--- config.mk ---
export PLATFORM = sky130hd
export DESIGN_NAME = upes_top
export DESIGN_NICKNAME = d
export VERILOG_FILES = /design/src/pkg/upes_pkg.sv /design/src/hdl/upes_top.sv
export VERILOG_INCLUDE_DIRS = /design/src /design/src/pkg
export SDC_FILE = /design/constraint.sdc
export NUM_CORES = 1
export LEC_CHECK = 0
export BUFFER_PORTS_ARGS = -buffer_cell sky130_fd_sc_hd__buf_2
export CAP_MARGIN = 20
export CORE_MARGIN = 4
export CORE_UTILIZATION = 40
export DETAILED_ROUTE_END_ITERATION = 16
export GPL_TIMING_DRIVEN = 0
export PLACE_DENSITY_LB_ADDON = 0.25
export SYNTH_ARGS = -nofsm -noshare
export SYNTH_HDL_FRONTEND = slang
export SYNTH_SLANG_ARGS = --single-unit
--- constraint.sdc ---
create_clock -name MCLK -period 3.1 [get_ports MCLK]
set_input_delay 0 -clock MCLK [delete_from_list [all_inputs] [get_ports MCLK]]
set_output_delay 0 -clock MCLK [all_outputs]
set_load 0.005 [all_outputs]
--- src/pkg/upes_consts.svh ---
// constants for the pipe event status block
// Notes on behaviour
// not-ready event on a pipe in buffer mode sets its status; enabled raises interrupt.
// no not-ready events in host setup transactions or function status stage.
// host: three consecutive timeouts or errors give not-ready and force response NAK.
// host: STALL handshake on non-setup transaction gives not-ready, response STALL.
// function transmit pipe: IN token with empty buffer gives not-ready at token.
// function receive pipe: OUT with full buffer gives not-ready on NAK, not retries/errors.
// buffer-empty event on buffer-mode pipe sets status; enabled raises interrupt.
// transmit: empty after sent packet gives buffer-empty; single buffer matches buffer-ready.
// no buffer-empty on double-buffer refill, buffer clear, or function status ZLP.
// receive oversize packet gives buffer-empty, drops data, response STALL.
// oversize buffer-empty suppressed on CRC or stuffing error and during setup.
// software clears buffer-empty status by writing 0; writing 1 keeps it.
// function role tracks device state, enabled transition interrupts, three-bit field.
// transition to default state reported only after bus reset detected.
// leaving suspend on resume goes to the resume interrupt, not state interrupt.
// function role sequences control stages, enabled interrupts, three-bit stage field.
// any control sequence error sets control pipe response to STALL with upper bit 1.
// control read errors: OUT before IN data, IN in status, DATA0 in status.
// control write errors: IN before OUT acked, DATA0 first packet, OUT in status.
// no-data control: OUT token in status stage is a sequence error.
// excess write data is not an error; read status non-zero packets end normally.
// error code held in stage field until clear; setup end held until then.
// interrupt output high while any enabled summary flag is set.
`ifndef UPES_CONSTS_SVH
`define UPES_CONSTS_SVH
`define UPES_A_MAIN_STS   4'h0
`define UPES_A_MAIN_ENB   4'h1
`define UPES_A_NOT_READY_EVENT_STS   4'h2
`define UPES_A_NOT_READY_EVENT_ENB   4'h3
`define UPES_A_BUFFER_EMPTY_EVENT_STS   4'h4
`define UPES_A_BUFFER_EMPTY_EVENT_ENB   4'h5
`define UPES_A_PIPE_RESP  4'h6
`define UPES_A_CTRL       4'h7
`define UPES_RESP_NAK     2'h0
`define UPES_RESP_BUF     2'h1
`define UPES_RESP_STALL   2'h3
`define UPES_RESP_STALL_E 2'h2
`define UPES_FAIL_LIMIT   2'h3
`define UPES_STG_IDLE     3'h0
`define UPES_STG_RD_DATA  3'h1
`define UPES_STG_RD_STAT  3'h2
`define UPES_STG_WR_DATA  3'h3
`define UPES_STG_WR_STAT  3'h4
`define UPES_STG_ND_STAT  3'h5
`define UPES_STG_ERR      3'h6
`define UPES_DEV_POWERED  3'h0
`define UPES_DEV_DEFAULT  3'h1
`define UPES_DEV_ADDRESS  3'h2
`define UPES_DEV_CONFIG   3'h3
`define UPES_DEV_SUSP     3'h4
// main status bit positions
`define UPES_B_NOT_READY_EVENT       0
`define UPES_B_BUFFER_EMPTY_EVENT       1
`define UPES_B_DVST       2
`define UPES_B_STAGE_TRANSITION_EVENT       3
`define UPES_B_RESM       4
`define UPES_B_SEQUENCE_ERROR_FLAG       5
`define UPES_F_DVSQ_LO    8
`define UPES_F_CTSQ_LO    12
`endif

--- src/pkg/upes_pkg.sv ---
// types for the pipe event status block
package upes_pkg;
  // one link event for one pipe
  typedef struct packed {
    logic [2:0] pipe;
    logic       is_tx;
    logic       in_setup;
    logic       timeout_err;
    logic       handshake_ok;
    logic       stall_hs;
    logic       in_token;
    logic       out_nak;
    logic       toggle_miss;
    logic       data_err;
    logic       buf_has_data;
    logic       tx_done;
    logic       tx_zlp_status;
    logic       dbl_refill;
    logic       oversize;
  } upes_link_ev_t;
  // control transfer events, function role
  typedef struct packed {
    logic setup_done;
    logic dir_read;
    logic no_data;
    logic in_tok;
    logic out_tok;
    logic data0;
    logic in_data_sent;
    logic out_acked;
    logic status_done;
  } upes_ctl_ev_t;
  // device state events, function role
  typedef struct packed {
    logic bus_reset;
    logic addressed;
    logic configured;
    logic suspend;
    logic resume;
  } upes_dev_ev_t;
  typedef enum logic [3:0] {
    UPES_ST_IDLE = 4'b0001,
    UPES_ST_DATA = 4'b0010,
    UPES_ST_STAT = 4'b0100,
    UPES_ST_ERR  = 4'b1000
  } upes_stage_t;
endpackage

--- src/hdl/upes_top.sv ---
// pipe not-ready, buffer-empty, device state and control stage status
//
// Added by the designer: the register addresses and the Avalon-MM slave port.
`timescale 1ns/1ps
`default_nettype none
`include "upes_consts.svh"
module upes_top
  import upes_pkg::*;
#(
  parameter int NPIPE = 8
) (
  input  wire logic          MCLK,
  input  wire logic          RST_N,
  input  wire logic          HOST_ROLE,
  input  wire upes_link_ev_t LINK_EV,
  input  wire logic          LINK_EV_VALID,
  input  wire upes_ctl_ev_t  CTL_EV,
  input  wire upes_dev_ev_t  DEV_EV,
  input  wire logic          BUF_CLEAR,
  input  wire logic [2:0]    BUF_CLEAR_PIPE,
  input  wire logic [3:0]    AVS_ADDRESS,
  input  wire logic          AVS_READ,
  input  wire logic          AVS_WRITE,
  input  wire logic [31:0]   AVS_WRITEDATA,
  input  wire logic [3:0]    AVS_BYTEENABLE,
  output logic [31:0]        AVS_READDATA,
  output logic               AVS_WAITREQUEST,
  output logic               STALL_REPLY,
  output logic               USB_IRQ
);
  logic [NPIPE-1:0]   not_ready_event_sts_r, not_ready_event_enb_r, buffer_empty_event_sts_r, buffer_empty_event_enb_r;
  logic [NPIPE-1:0]   not_ready_event_set, buffer_empty_event_set, not_ready_event_clr, buffer_empty_event_clr;
  logic [2*NPIPE-1:0] resp_r;
  logic [1:0]         fail_cnt_r [NPIPE];
  logic [5:0]         main_enb_r;
  logic               dvst_r, stage_transition_event_r, resm_r, sequence_error_flag_r, setup_pend_r, ack_r;
  logic [2:0]         dvsq_r, ctsq_r;
  upes_stage_t        stage_r;
  logic               read_xfer_r, nodata_r, got_data_r;
  logic [31:0]        rdata_r;
  logic               ctl_err;

  // bus slave: one wait cycle on every access, answer on the second
  wire acc = (AVS_READ | AVS_WRITE) & ~ack_r;
  wire wr  = AVS_WRITE & ack_r;
  assign AVS_WAITREQUEST = (AVS_READ | AVS_WRITE) & ~ack_r;
  assign AVS_READDATA    = rdata_r;
  wire wr_nsts = wr & (AVS_ADDRESS == `UPES_A_NOT_READY_EVENT_STS) & AVS_BYTEENABLE[0];
  wire wr_bsts = wr & (AVS_ADDRESS == `UPES_A_BUFFER_EMPTY_EVENT_STS) & AVS_BYTEENABLE[0];
  wire wr_main = wr & (AVS_ADDRESS == `UPES_A_MAIN_STS) & AVS_BYTEENABLE[0];
  wire wr_resp = wr & (AVS_ADDRESS == `UPES_A_PIPE_RESP) & AVS_BYTEENABLE[0];

  // per-pipe event decode
  wire [2:0] p = LINK_EV.pipe;
  wire ev = LINK_EV_VALID;
  wire pbuf = (resp_r[2*p +: 2] == `UPES_RESP_BUF);
  wire in_fn_status = ~HOST_ROLE & (p == 3'h0) &
                      ((stage_r == UPES_ST_STAT) | (stage_r == UPES_ST_ERR));
  wire nr_block = (HOST_ROLE & LINK_EV.in_setup) | in_fn_status;
  wire fail_ev = ev & HOST_ROLE & ~LINK_EV.in_setup & LINK_EV.timeout_err;
  wire fail_3  = fail_ev & (fail_cnt_r[p] == `UPES_FAIL_LIMIT - 2'h1);
  wire stall_ev = ev & HOST_ROLE & ~LINK_EV.in_setup & LINK_EV.stall_hs;
  wire fn_in  = ev & ~HOST_ROLE & LINK_EV.is_tx & LINK_EV.in_token
              & ~LINK_EV.buf_has_data;
  wire fn_out = ev & ~HOST_ROLE & ~LINK_EV.is_tx & LINK_EV.out_nak
              & ~LINK_EV.toggle_miss & ~LINK_EV.data_err;
  wire not_ready_event_ev = (fail_3 | stall_ev | fn_in | fn_out) & ~nr_block;
  wire buffer_empty_event_tx = ev & LINK_EV.is_tx & LINK_EV.tx_done & ~LINK_EV.buf_has_data
               & ~LINK_EV.dbl_refill & ~LINK_EV.tx_zlp_status
               & ~(BUF_CLEAR & BUF_CLEAR_PIPE == p);
  wire buffer_empty_event_rx = ev & ~LINK_EV.is_tx & LINK_EV.oversize & ~LINK_EV.data_err
               & ~LINK_EV.in_setup;
  assign STALL_REPLY = buffer_empty_event_rx & ~HOST_ROLE & pbuf;

  genvar g;
  generate
    for (g = 0; g < NPIPE; g++) begin : g_pipe
      wire hit = (p == 3'(g));
      assign not_ready_event_set[g] = not_ready_event_ev & hit & pbuf;
      assign buffer_empty_event_set[g] = (buffer_empty_event_tx | buffer_empty_event_rx) & hit & pbuf;
      assign not_ready_event_clr[g] = wr_nsts & ~AVS_WRITEDATA[g];
      assign buffer_empty_event_clr[g] = wr_bsts & ~AVS_WRITEDATA[g];
      wire [1:0] resp_nxt =
        (hit & pbuf & (stall_ev | buffer_empty_event_rx)) ? `UPES_RESP_STALL :
        (hit & pbuf & fail_3) ? `UPES_RESP_NAK :
        (g == 0 && ctl_err) ? `UPES_RESP_STALL_E :
        (wr_resp & AVS_BYTEENABLE[g/4]) ? AVS_WRITEDATA[2*g +: 2] :
        resp_r[2*g +: 2];
      always_ff @(posedge MCLK) begin
        if (!RST_N) begin
          resp_r[2*g +: 2] <= `UPES_RESP_NAK;
          fail_cnt_r[g]    <= 2'h0;
        end else begin
          resp_r[2*g +: 2] <= resp_nxt;
          if (hit & ev & HOST_ROLE & ~LINK_EV.in_setup)
            fail_cnt_r[g] <= fail_3 ? 2'h0 :
                             LINK_EV.timeout_err ? fail_cnt_r[g] + 2'h1 :
                             LINK_EV.handshake_ok ? 2'h0 : fail_cnt_r[g];
        end
      end
    end
  endgenerate

  // control stage sequencing, function role only
  wire fn = ~HOST_ROLE;
  wire in_data = stage_r == UPES_ST_DATA;
  wire in_stat = stage_r == UPES_ST_STAT;
  wire err_rd = read_xfer_r & ((in_data & CTL_EV.out_tok & ~got_data_r)
              | (in_stat & (CTL_EV.in_tok | CTL_EV.data0)));
  wire err_wr = ~read_xfer_r & ~nodata_r & ((in_data & CTL_EV.in_tok & ~got_data_r)
              | (in_data & CTL_EV.data0 & ~got_data_r)
              | (in_stat & CTL_EV.out_tok));
  wire err_nd = nodata_r & in_stat & CTL_EV.out_tok;
  assign ctl_err = fn & (err_rd | err_wr | err_nd);
  wire held = (ctsq_r == `UPES_STG_ERR) & stage_transition_event_r;
  wire setup_go = fn & (CTL_EV.setup_done | (setup_pend_r & ~held)) & ~held;
  wire stg_step = fn & ~ctl_err & ~setup_go & (
                  (in_data & ((read_xfer_r & CTL_EV.out_tok & got_data_r)
                  | (~read_xfer_r & CTL_EV.in_tok & got_data_r)))
                  | (in_stat & CTL_EV.status_done));
  wire [2:0] stg_code =
    ~in_data ? `UPES_STG_IDLE :
    read_xfer_r ? `UPES_STG_RD_STAT : `UPES_STG_WR_STAT;
  wire [2:0] setup_code =
    CTL_EV.no_data ? `UPES_STG_ND_STAT :
    CTL_EV.dir_read ? `UPES_STG_RD_DATA : `UPES_STG_WR_DATA;
  wire main_clr_stage_transition_event = wr_main & ~AVS_WRITEDATA[`UPES_B_STAGE_TRANSITION_EVENT];

  always_ff @(posedge MCLK) begin
    if (!RST_N) begin
      stage_r      <= UPES_ST_IDLE;
      ctsq_r       <= `UPES_STG_IDLE;
      read_xfer_r  <= 1'b0;
      nodata_r     <= 1'b0;
      got_data_r   <= 1'b0;
      setup_pend_r <= 1'b0;
      stage_transition_event_r       <= 1'b0;
      sequence_error_flag_r       <= 1'b0;
    end else begin
      if (ctl_err) begin
        stage_r <= UPES_ST_ERR;
        ctsq_r  <= `UPES_STG_ERR;
        sequence_error_flag_r  <= 1'b1;
      end else if (setup_go) begin
        stage_r     <= CTL_EV.no_data ? UPES_ST_STAT : UPES_ST_DATA;
        ctsq_r      <= setup_code;
        read_xfer_r <= CTL_EV.dir_read;
        nodata_r    <= CTL_EV.no_data;
        got_data_r  <= 1'b0;
      end else if (stg_step) begin
        stage_r <= in_data ? UPES_ST_STAT : UPES_ST_IDLE;
        ctsq_r  <= stg_code;
      end else if (in_data & (CTL_EV.in_data_sent | CTL_EV.out_acked)) begin
        got_data_r <= 1'b1;
      end
      // held setup end stays pending while the error code is kept
      if (fn & CTL_EV.setup_done & held)
        setup_pend_r <= 1'b1;
      else if (setup_go)
        setup_pend_r <= 1'b0;
      if (ctl_err | setup_go | stg_step)
        stage_transition_event_r <= 1'b1;
      else if (main_clr_stage_transition_event)
        stage_transition_event_r <= 1'b0;
      if (wr_main & ~AVS_WRITEDATA[`UPES_B_SEQUENCE_ERROR_FLAG] & ~ctl_err)
        sequence_error_flag_r <= 1'b0;
    end
  end

  // device state, function role only
  wire [2:0] dv_nxt =
    DEV_EV.bus_reset  ? `UPES_DEV_DEFAULT :
    DEV_EV.suspend    ? `UPES_DEV_SUSP :
    DEV_EV.configured ? `UPES_DEV_CONFIG :
    DEV_EV.addressed  ? `UPES_DEV_ADDRESS : dvsq_r;
  logic [2:0] pre_susp_r;
  wire dv_ev = fn & (DEV_EV.bus_reset | DEV_EV.suspend
                     | DEV_EV.configured | DEV_EV.addressed);
  wire rs_ev = fn & DEV_EV.resume & (dvsq_r == `UPES_DEV_SUSP);

  always_ff @(posedge MCLK) begin
    if (!RST_N) begin
      dvsq_r     <= `UPES_DEV_POWERED;
      pre_susp_r <= `UPES_DEV_POWERED;
      dvst_r     <= 1'b0;
      resm_r     <= 1'b0;
    end else begin
      if (dv_ev) begin
        dvsq_r <= dv_nxt;
        if (DEV_EV.suspend) pre_susp_r <= dvsq_r;
      end else if (rs_ev) begin
        dvsq_r <= pre_susp_r;
      end
      if (dv_ev) dvst_r <= 1'b1;
      else if (wr_main & ~AVS_WRITEDATA[`UPES_B_DVST]) dvst_r <= 1'b0;
      if (rs_ev) resm_r <= 1'b1;
      else if (wr_main & ~AVS_WRITEDATA[`UPES_B_RESM]) resm_r <= 1'b0;
    end
  end

  // status, enables and summary flags
  wire not_ready_event_sum = |(not_ready_event_sts_r & not_ready_event_enb_r);
  wire buffer_empty_event_sum = |(buffer_empty_event_sts_r & buffer_empty_event_enb_r);
  wire [5:0] main_flags = {sequence_error_flag_r, resm_r, stage_transition_event_r, dvst_r, buffer_empty_event_sum, not_ready_event_sum};
  assign USB_IRQ = |(main_flags & main_enb_r);

  wire [31:0] rd_mux =
    (AVS_ADDRESS == `UPES_A_MAIN_STS) ? {16'h0, 1'b0, ctsq_r, 1'b0, dvsq_r,
                                          2'h0, main_flags} :
    (AVS_ADDRESS == `UPES_A_MAIN_ENB) ? {26'h0, main_enb_r} :
    (AVS_ADDRESS == `UPES_A_NOT_READY_EVENT_STS) ? {{(32-NPIPE){1'b0}}, not_ready_event_sts_r} :
    (AVS_ADDRESS == `UPES_A_NOT_READY_EVENT_ENB) ? {{(32-NPIPE){1'b0}}, not_ready_event_enb_r} :
    (AVS_ADDRESS == `UPES_A_BUFFER_EMPTY_EVENT_STS) ? {{(32-NPIPE){1'b0}}, buffer_empty_event_sts_r} :
    (AVS_ADDRESS == `UPES_A_BUFFER_EMPTY_EVENT_ENB) ? {{(32-NPIPE){1'b0}}, buffer_empty_event_enb_r} :
    (AVS_ADDRESS == `UPES_A_PIPE_RESP) ? {{(32-2*NPIPE){1'b0}}, resp_r} :
    (AVS_ADDRESS == `UPES_A_CTRL) ? {31'h0, HOST_ROLE} : 32'h0;

  always_ff @(posedge MCLK) begin
    if (!RST_N) begin
      ack_r      <= 1'b0;
      rdata_r    <= 32'h0;
      not_ready_event_sts_r <= '0;
      buffer_empty_event_sts_r <= '0;
      not_ready_event_enb_r <= '0;
      buffer_empty_event_enb_r <= '0;
      main_enb_r <= 6'h0;
    end else begin
      ack_r <= acc;
      if (acc & AVS_READ) rdata_r <= rd_mux;
      not_ready_event_sts_r <= (not_ready_event_sts_r & ~not_ready_event_clr) | not_ready_event_set;
      buffer_empty_event_sts_r <= (buffer_empty_event_sts_r & ~buffer_empty_event_clr) | buffer_empty_event_set;
      if (wr & AVS_ADDRESS == `UPES_A_NOT_READY_EVENT_ENB & AVS_BYTEENABLE[0])
        not_ready_event_enb_r <= AVS_WRITEDATA[NPIPE-1:0];
      if (wr & AVS_ADDRESS == `UPES_A_BUFFER_EMPTY_EVENT_ENB & AVS_BYTEENABLE[0])
        buffer_empty_event_enb_r <= AVS_WRITEDATA[NPIPE-1:0];
      if (wr & AVS_ADDRESS == `UPES_A_MAIN_ENB & AVS_BYTEENABLE[0])
        main_enb_r <= AVS_WRITEDATA[5:0];
    end
  end
endmodule // upes_top
`default_nettype wire

Yosys cells after proc, flatten, opt, wreduce, memory -nomap -nowiden
Memory sizes are Yosys's and may differ from the RTL's.
Cells that the tools add are included.

cells by class
  add/sub/neg operators = 8
  equal/unequal tests = 24
  shift operators = 1
  mux-type cells = 119
  bitwise operators = 249
  reduce and logical (&&, ||, !) cells = 27

operators with widths
  cell                   number
  $and A1 B1 Y1          183
  $mux W2                58
  $mux W16               7
  $mux W3                14
  $mux W1                37
  $and A8 B8 Y8          4
  $or A1 B1 Y1           31
  $not A1 Y1             26
  $reduce_bool A3 Y1     8
  $eq A4 B3 Y1 const B   5
  $eq A3 B3 Y1 const B   6
  $add A2 B1 Y2 const B  8
  $not A8 Y8             2
  $or A8 B8 Y8           2
  $reduce_or A8 Y1       2
  $shiftx A16 B5 Y2      1
  $reduce_bool A2 Y1     7
  $eq A4 B2 Y1 const B   3
  $mux W4                3
  $and A6 B6 Y6          1
  $eq A3 B2 Y1 const B   2
  $reduce_and A2 Y1      3
  $reduce_or A6 Y1       1
  $ne A5 B5 Y1 const B   1
  12 further kinds       13

storage, ports and cells
  register bits = 108
  bits in writable memories = 16
  input bits = 81
  memories = 1

memories
  memory      words  width  read ports  clocked after Yosys merged registers in  write ports  RTL line        RTL
  fail_cnt_r  8      2      9           0                                        8            upes_top.sv:34  logic [1:0] fail_cnt_r [NPIPE];

Longest topological paths before layout
  word-level depth = 16
  depth in mapped cells = 8
  mapped depth without buffers = 6

Worst setup path after synthesis
No wires, ideal clock.

  path kind = flip-flop to flip-flop
  start point = mem fail_cnt_r[7][1]
  end point = mem fail_cnt_r[4][1], data pin
  library setup time = 0.138 ns
  arrival time = 1.725 ns
  required time = 2.962 ns
  slack = 1.237 ns
  cell stages (with the launch flop) = 6
  buffers on the path = 0
  period minus slack after synthesis = 1.863 ns
  cells stage by stage = edfxtp_1 nor2b_1 mux4_2 nand4b_1 or2_2 nor2_1

RTL lines
  what             RTL line
  start, declared  upes_top.sv:34

Worst setup path in the final report
  start point = reg stage_r[0]
  end point = reg got_data_r

on the way
  longest elaborated chain between the ends = 15

RTL lines
  what                                            RTL line                          RTL
  start, declared                                 upes_top.sv:38                    upes_stage_t stage_r;
  start signal, assigned                          upes_top.sv:145                   stage_r <= CTL_EV.no_data ? UPES_ST_STAT : UPES_ST_DATA;
  start signal, assigned                          upes_top.sv:151                   stage_r <= in_data ? UPES_ST_STAT : UPES_ST_IDLE;
  $eq A4 B2 Y1                                    upes_top.sv:106                   wire in_data = stage_r == UPES_ST_DATA;
  $and A1 B1 Y1 (on tied branches) (2 in series)  upes_top.sv:110, upes_top.sv:111
  $or A1 B1 Y1                                    upes_top.sv:111                   | (in_data & CTL_EV.data0 & ~got_data_r)
  $or A1 B1 Y1                                    upes_top.sv:112                   | (in_stat & CTL_EV.out_tok));
  $and A1 B1 Y1                                   upes_top.sv:110                   wire err_wr = ~read_xfer_r & ~nodata_r & ((in_data & CTL_EV.in_tok & ~got_data_r)
  $or A1 B1 Y1 (2 in series)                      upes_top.sv:114                   assign ctl_err = fn & (err_rd | err_wr | err_nd);
  $and A1 B1 Y1                                   upes_top.sv:114
  $not A1 Y1                                      upes_top.sv:117                   wire stg_step = fn & ~ctl_err & ~setup_go & (
  $and A1 B1 Y1 (3 in series)                     upes_top.sv:117
  $ne A2 B2 Y1 (no source line)                   --
  $reduce_and A3 Y1 (no source line) (*)          --
  end signal, assigned                            upes_top.sv:135                   got_data_r <= 1'b0;
  end signal, assigned                            upes_top.sv:149                   got_data_r <= 1'b0;
  end signal, assigned                            upes_top.sv:154                   got_data_r <= 1'b1;
  end, declared                                   upes_top.sv:39                    logic read_xfer_r, nodata_r, got_data_r;

Every way passes the cells marked *; elsewhere a longest branch is shown, timed or not.
A chain may end at the register's enable or synchronous reset.

==> flow_metrics.env <==
export IMPL_cts_tree="built"
export IMPL_final_min_clock_period_ns=2.61
export IMPL_antenna_found_initial=0
export IMPL_grt_pass1_vias=5624
export IMPL_clock_skew_final_ns=0.0105
export IMPL_routed_via_density=5.90
export IMPL_p_comb_share_pct=12.4
export IMPL_ys_ff_latch=108
export IMPL_rr_endpoint="got_data_r"
export IMPL_ir_worst_vdd_mv=0.271
export IMPL_switching_share_pct=27.2
export IMPL_power_frac_clock_pct=39.5
export IMPL_synth_cell_types=75
export IMPL_pwr_density_cell_nw_per_um2=440
export IMPL_path_clk_slew_ns=0.08
export IMPL_fp_dieW_um=129
export IMPL_fillers=1356
export IMPL_grt_max_degree=20
export IMPL_hold_path_end="buffer_empty_event_enb_r[6]"
export IMPL_crit_required_ns=3.36
export IMPL_io_pins=116
export IMPL_final_nets=880
export IMPL_ff2ff_setup_slack_ns=0.49
export IMPL_worst_setup_path_type="flip-flop to flip-flop"
export IMPL_netlist_instances=675
export IMPL_hold_start="AVS_WRITEDATA[6]"
export IMPL_die_y_um=129
export IMPL_cellLeakagePower_uw=0.00260
export IMPL_setup_violations=0
export IMPL_ff_latch_area_um2=2320
export IMPL_hold_path_depth=3
export IMPL_dp_hpwl_mm=14.3
export IMPL_clock_fmax_ghz=0.383
export IMPL_finalMaxSlewViolations=0
export IMPL_drt_wl_total_mm=19.2
export IMPL_p_seq_share_pct=48.1
export IMPL_diodes=0
export IMPL_globalplace_congestion=0.950
export IMPL_ys_seq_area_share_pct=39.8
export IMPL_syn_to_final_growth_pct=20.0
export IMPL_postRouteAntennaNets=0
export IMPL_synthArstFlopShare_pct=0
export IMPL_slew_headroom_pct=46.4
export IMPL_clockRootBuffer="clkbuf_16"
export IMPL_drtIter0Drc=513
export IMPL_fp_coreArea_um2=14100
export IMPL_arrival_ns=2.87
export IMPL_start_kind="flip-flop"
export IMPL_cap_violations=0
export IMPL_cts_sinks=108
export IMPL_final_cell_area_um2=7010
export IMPL_drive_above_1_share_pct=19.4
export IMPL_switching_power_uw=840
export IMPL_final_hold_viol_count=0
export IMPL_fin_crit_sh_pct=84.2
export IMPL_synth_ff_type="dfxtp_1"
export IMPL_crit_fanout=10
export IMPL_clkLatencyLatePin_ns=0.36
export IMPL_worstReg2RegStart="stage_r[0]"
export IMPL_dp_slack_ns=0.963
export IMPL_die_area_um2=16600
export IMPL_cts_buffers=9
export IMPL_wl_per_cell_um=19.5
export IMPL_portBuffers=79
export IMPL_grt_pass1_wl_mm=29.9
export IMPL_intPower_uw=2240
export IMPL_netlist_area_um2=5840
export IMPL_placed_area_um2=6510
export IMPL_num_rows=43
export IMPL_status="finished, final reports clean"
export IMPL_grt_setup_unrepaired="no"
export IMPL_setup_tns_ns=0
export IMPL_start_util_pct=41.4
export IMPL_reg2reg_depth=7
export IMPL_cts_buffer_depth=2
export IMPL_drtPass1Iterations=5
export IMPL_h_tree_depth=3
export IMPL_tightest_slew_ns=0.799
export IMPL_synth_warnings=0
export IMPL_syn_avg_cell_area_um2=8.65
export IMPL_route_detailed_drc=0
export IMPL_vias=5806
export IMPL_hp_class="input port to flip-flop"
export IMPL_setup_ws_ns=0.490
export IMPL_end_kind="flip-flop"
export IMPL_track_usage_pct=23.1
export IMPL_synth_edf_count=16
export IMPL_postCtsSetupBuffers=0
export IMPL_grt_overflow_total=0
export IMPL_multi_input_area_um2=3250
## metal layers
layer	share of wire, %	vias up	track usage, %
met4	3.0	0	8.71
met1	43	2784	30.1
met2	46	266	37.1
met3	8.0	46	5.73
met5	0	-	0
li1	-	2710	-
## power by group through the flow
stage	Sequential [µW]	Combinational (µW)	Clock, µW
floorplan	1510	215	0
global placement	1510	351	0
detailed placement	1520	357	0
CTS	1480	376	1230
global route	1490	415	1280
finish	1480	382	1220
## how the worst max path moves through the flow
stage	startpoint	cells after the start	end	slack (ns)
2_1_floorplan	fail_cnt_r[7][1]	5	fail_cnt_r[4][1]	1.24
3_3_place_gp	fail_cnt_r[5][1]	6	not_ready_event_sts_r[1]	0.99
3_5_place_dp	fail_cnt_r[4][1]	5	fail_cnt_r[4][1]	0.96
4_1_cts	stage_r[0]	7	got_data_r	0.54
5_1_grt	stage_r[1]	7	got_data_r	0.26
6_report	stage_r[0]	7	got_data_r	0.49
## flip-flops by register name, indices dropped and copies added (netlist names), 3 cells and up
name / count
AVS_READDATA: 16
fail_cnt_r: 16
resp_r: 16
buffer_empty_event_enb_r: 8
buffer_empty_event_sts_r: 8
not_ready_event_enb_r: 8
not_ready_event_sts_r: 8
main_enb_r: 6
stage_r: 4
ctsq_r: 3
dvsq_r: 3
pre_susp_r: 3
## critical path, stage by stage, from the launching register on
cell	delay, ns
dfxtp_1	0.37
nor4b_2	0.69
a32o_1	0.35
a211oi_1	0.12
buf_2	0.23
o2111ai_1	0.12
dlygate4sd3_1	0.57
a21oi_1	0.06
## synth_stat cells, types with 3 or more instances
| cell type | n | area, µm² |
|---|---|---|
| o21a_1 | 4 | 30.0 |
| and2_1 | 4 | 25.0 |
| and3_1 | 3 | 18.8 |
| nand2_1 | 39 | 146 |
| nor4b_2 | 3 | 45.0 |
| nand4b_1 | 5 | 43.8 |
| buf_2 | 11 | 55.1 |
| edfxtp_1 | 16 | 480 |
| or2_2 | 7 | 43.8 |
| nor2_1 | 91 | 342 |
| buf_4 | 16 | 120 |
| nor4_1 | 8 | 50.1 |
| nand3_1 | 12 | 60.1 |
| xnor2_1 | 12 | 105 |
| nor3b_1 | 3 | 22.5 |
| nand2b_1 | 11 | 68.8 |
| nand3_2 | 3 | 30.0 |
| clkbuf_1 | 24 | 90.1 |
| a21oi_1 | 43 | 215 |
| o211ai_1 | 16 | 120 |
| a221oi_1 | 6 | 52.6 |
| nand3b_1 | 4 | 30.0 |
| a22oi_1 | 11 | 82.6 |
| or3_1 | 8 | 50.1 |
| o21ai_0 | 41 | 205 |
| o21ai_1 | 3 | 15.0 |
| nor2b_1 | 9 | 56.3 |
| nand4_1 | 5 | 31.3 |
| inv_1 | 7 | 26.3 |
| o31ai_1 | 6 | 45.0 |
| dfxtp_1 | 92 | 1840 |
| o2111ai_1 | 5 | 43.8 |
| nor3_1 | 41 | 205 |
| mux2i_1 | 44 | 440 |
| a31oi_1 | 4 | 25.0 |
| a211oi_1 | 10 | 75.1 |
## logic make-up (layout without fill, tap and decap cells)
family | count (synthesis) | after routing | synth area share (%)
buf+inv | 63 | 177 | 5.47
flops | 108 | 108 | 39.8
xor+xnor | 12 | 12 | 1.80
other cells | 1 | 16 | 0.0642
simple gates | 269 | 269 | 24.2
mux | 49 | 49 | 8.94
compound gates | 173 | 173 | 19.7
## layout make-up
cell class | instances | share of cell area, %
well taps | 180 | 3.21
clock inverters | 7 | 1.18
repair buffers | 98 | 8.29
plain buffers | 55 | 4.12
inverters | 8 | 0.429
flip-flops and latches | 108 | 33.1
multi-input cells | 519 | 46.4
clock buffers | 9 | 3.21
## cell usage in the layout (no fill, tap or decap), drive strengths merged, types with 3 or more instances in the layout
cell,synthesis,routed
or2,8,8
nand4,5,5
and3,3,3
nand2,40,40
a31oi,4,4
xnor2,12,12
nor2b,9,9
o211ai,18,18
and2,4,4
dlygate4sd3,0,18
nor4b,5,5
nor4,9,9
a22oi,11,11
dfxtp,92,92
mux2i,45,45
clkbuf,25,34
nand3b,5,5
nand3,15,15
edfxtp,16,16
nor3b,4,4
o31ai,8,8
a21oi,43,43
buf,30,110
nor3,42,42
o21ai,45,45
or3,8,8
o221ai,3,3
conb,1,16
nand2b,11,11
a211oi,11,11
nor2,92,92
inv,7,10
a221oi,6,6
o21a,4,4
nand4b,5,5
o2111ai,5,5
## per-stage QoR
stage	power (µW)	cells	utilization, %	hold WS [ns]
after global placement	1860	949	46.2	0.252
after CTS	3090	983	49.7	0.000452
after floorplan	1720	690	-	0.127
after detailed placement	1870	949	46.2	0.273
final	3080	984	49.7	0.00667
after global routing	3190	984	49.7	0.0141
## repair_timing
action	4_1_cts	5_1_grt
resized for setup	0	0
hold endpoints to repair	20	0
hold buffers	18	0
Note: power is estimated with default switching activity, not from simulation.
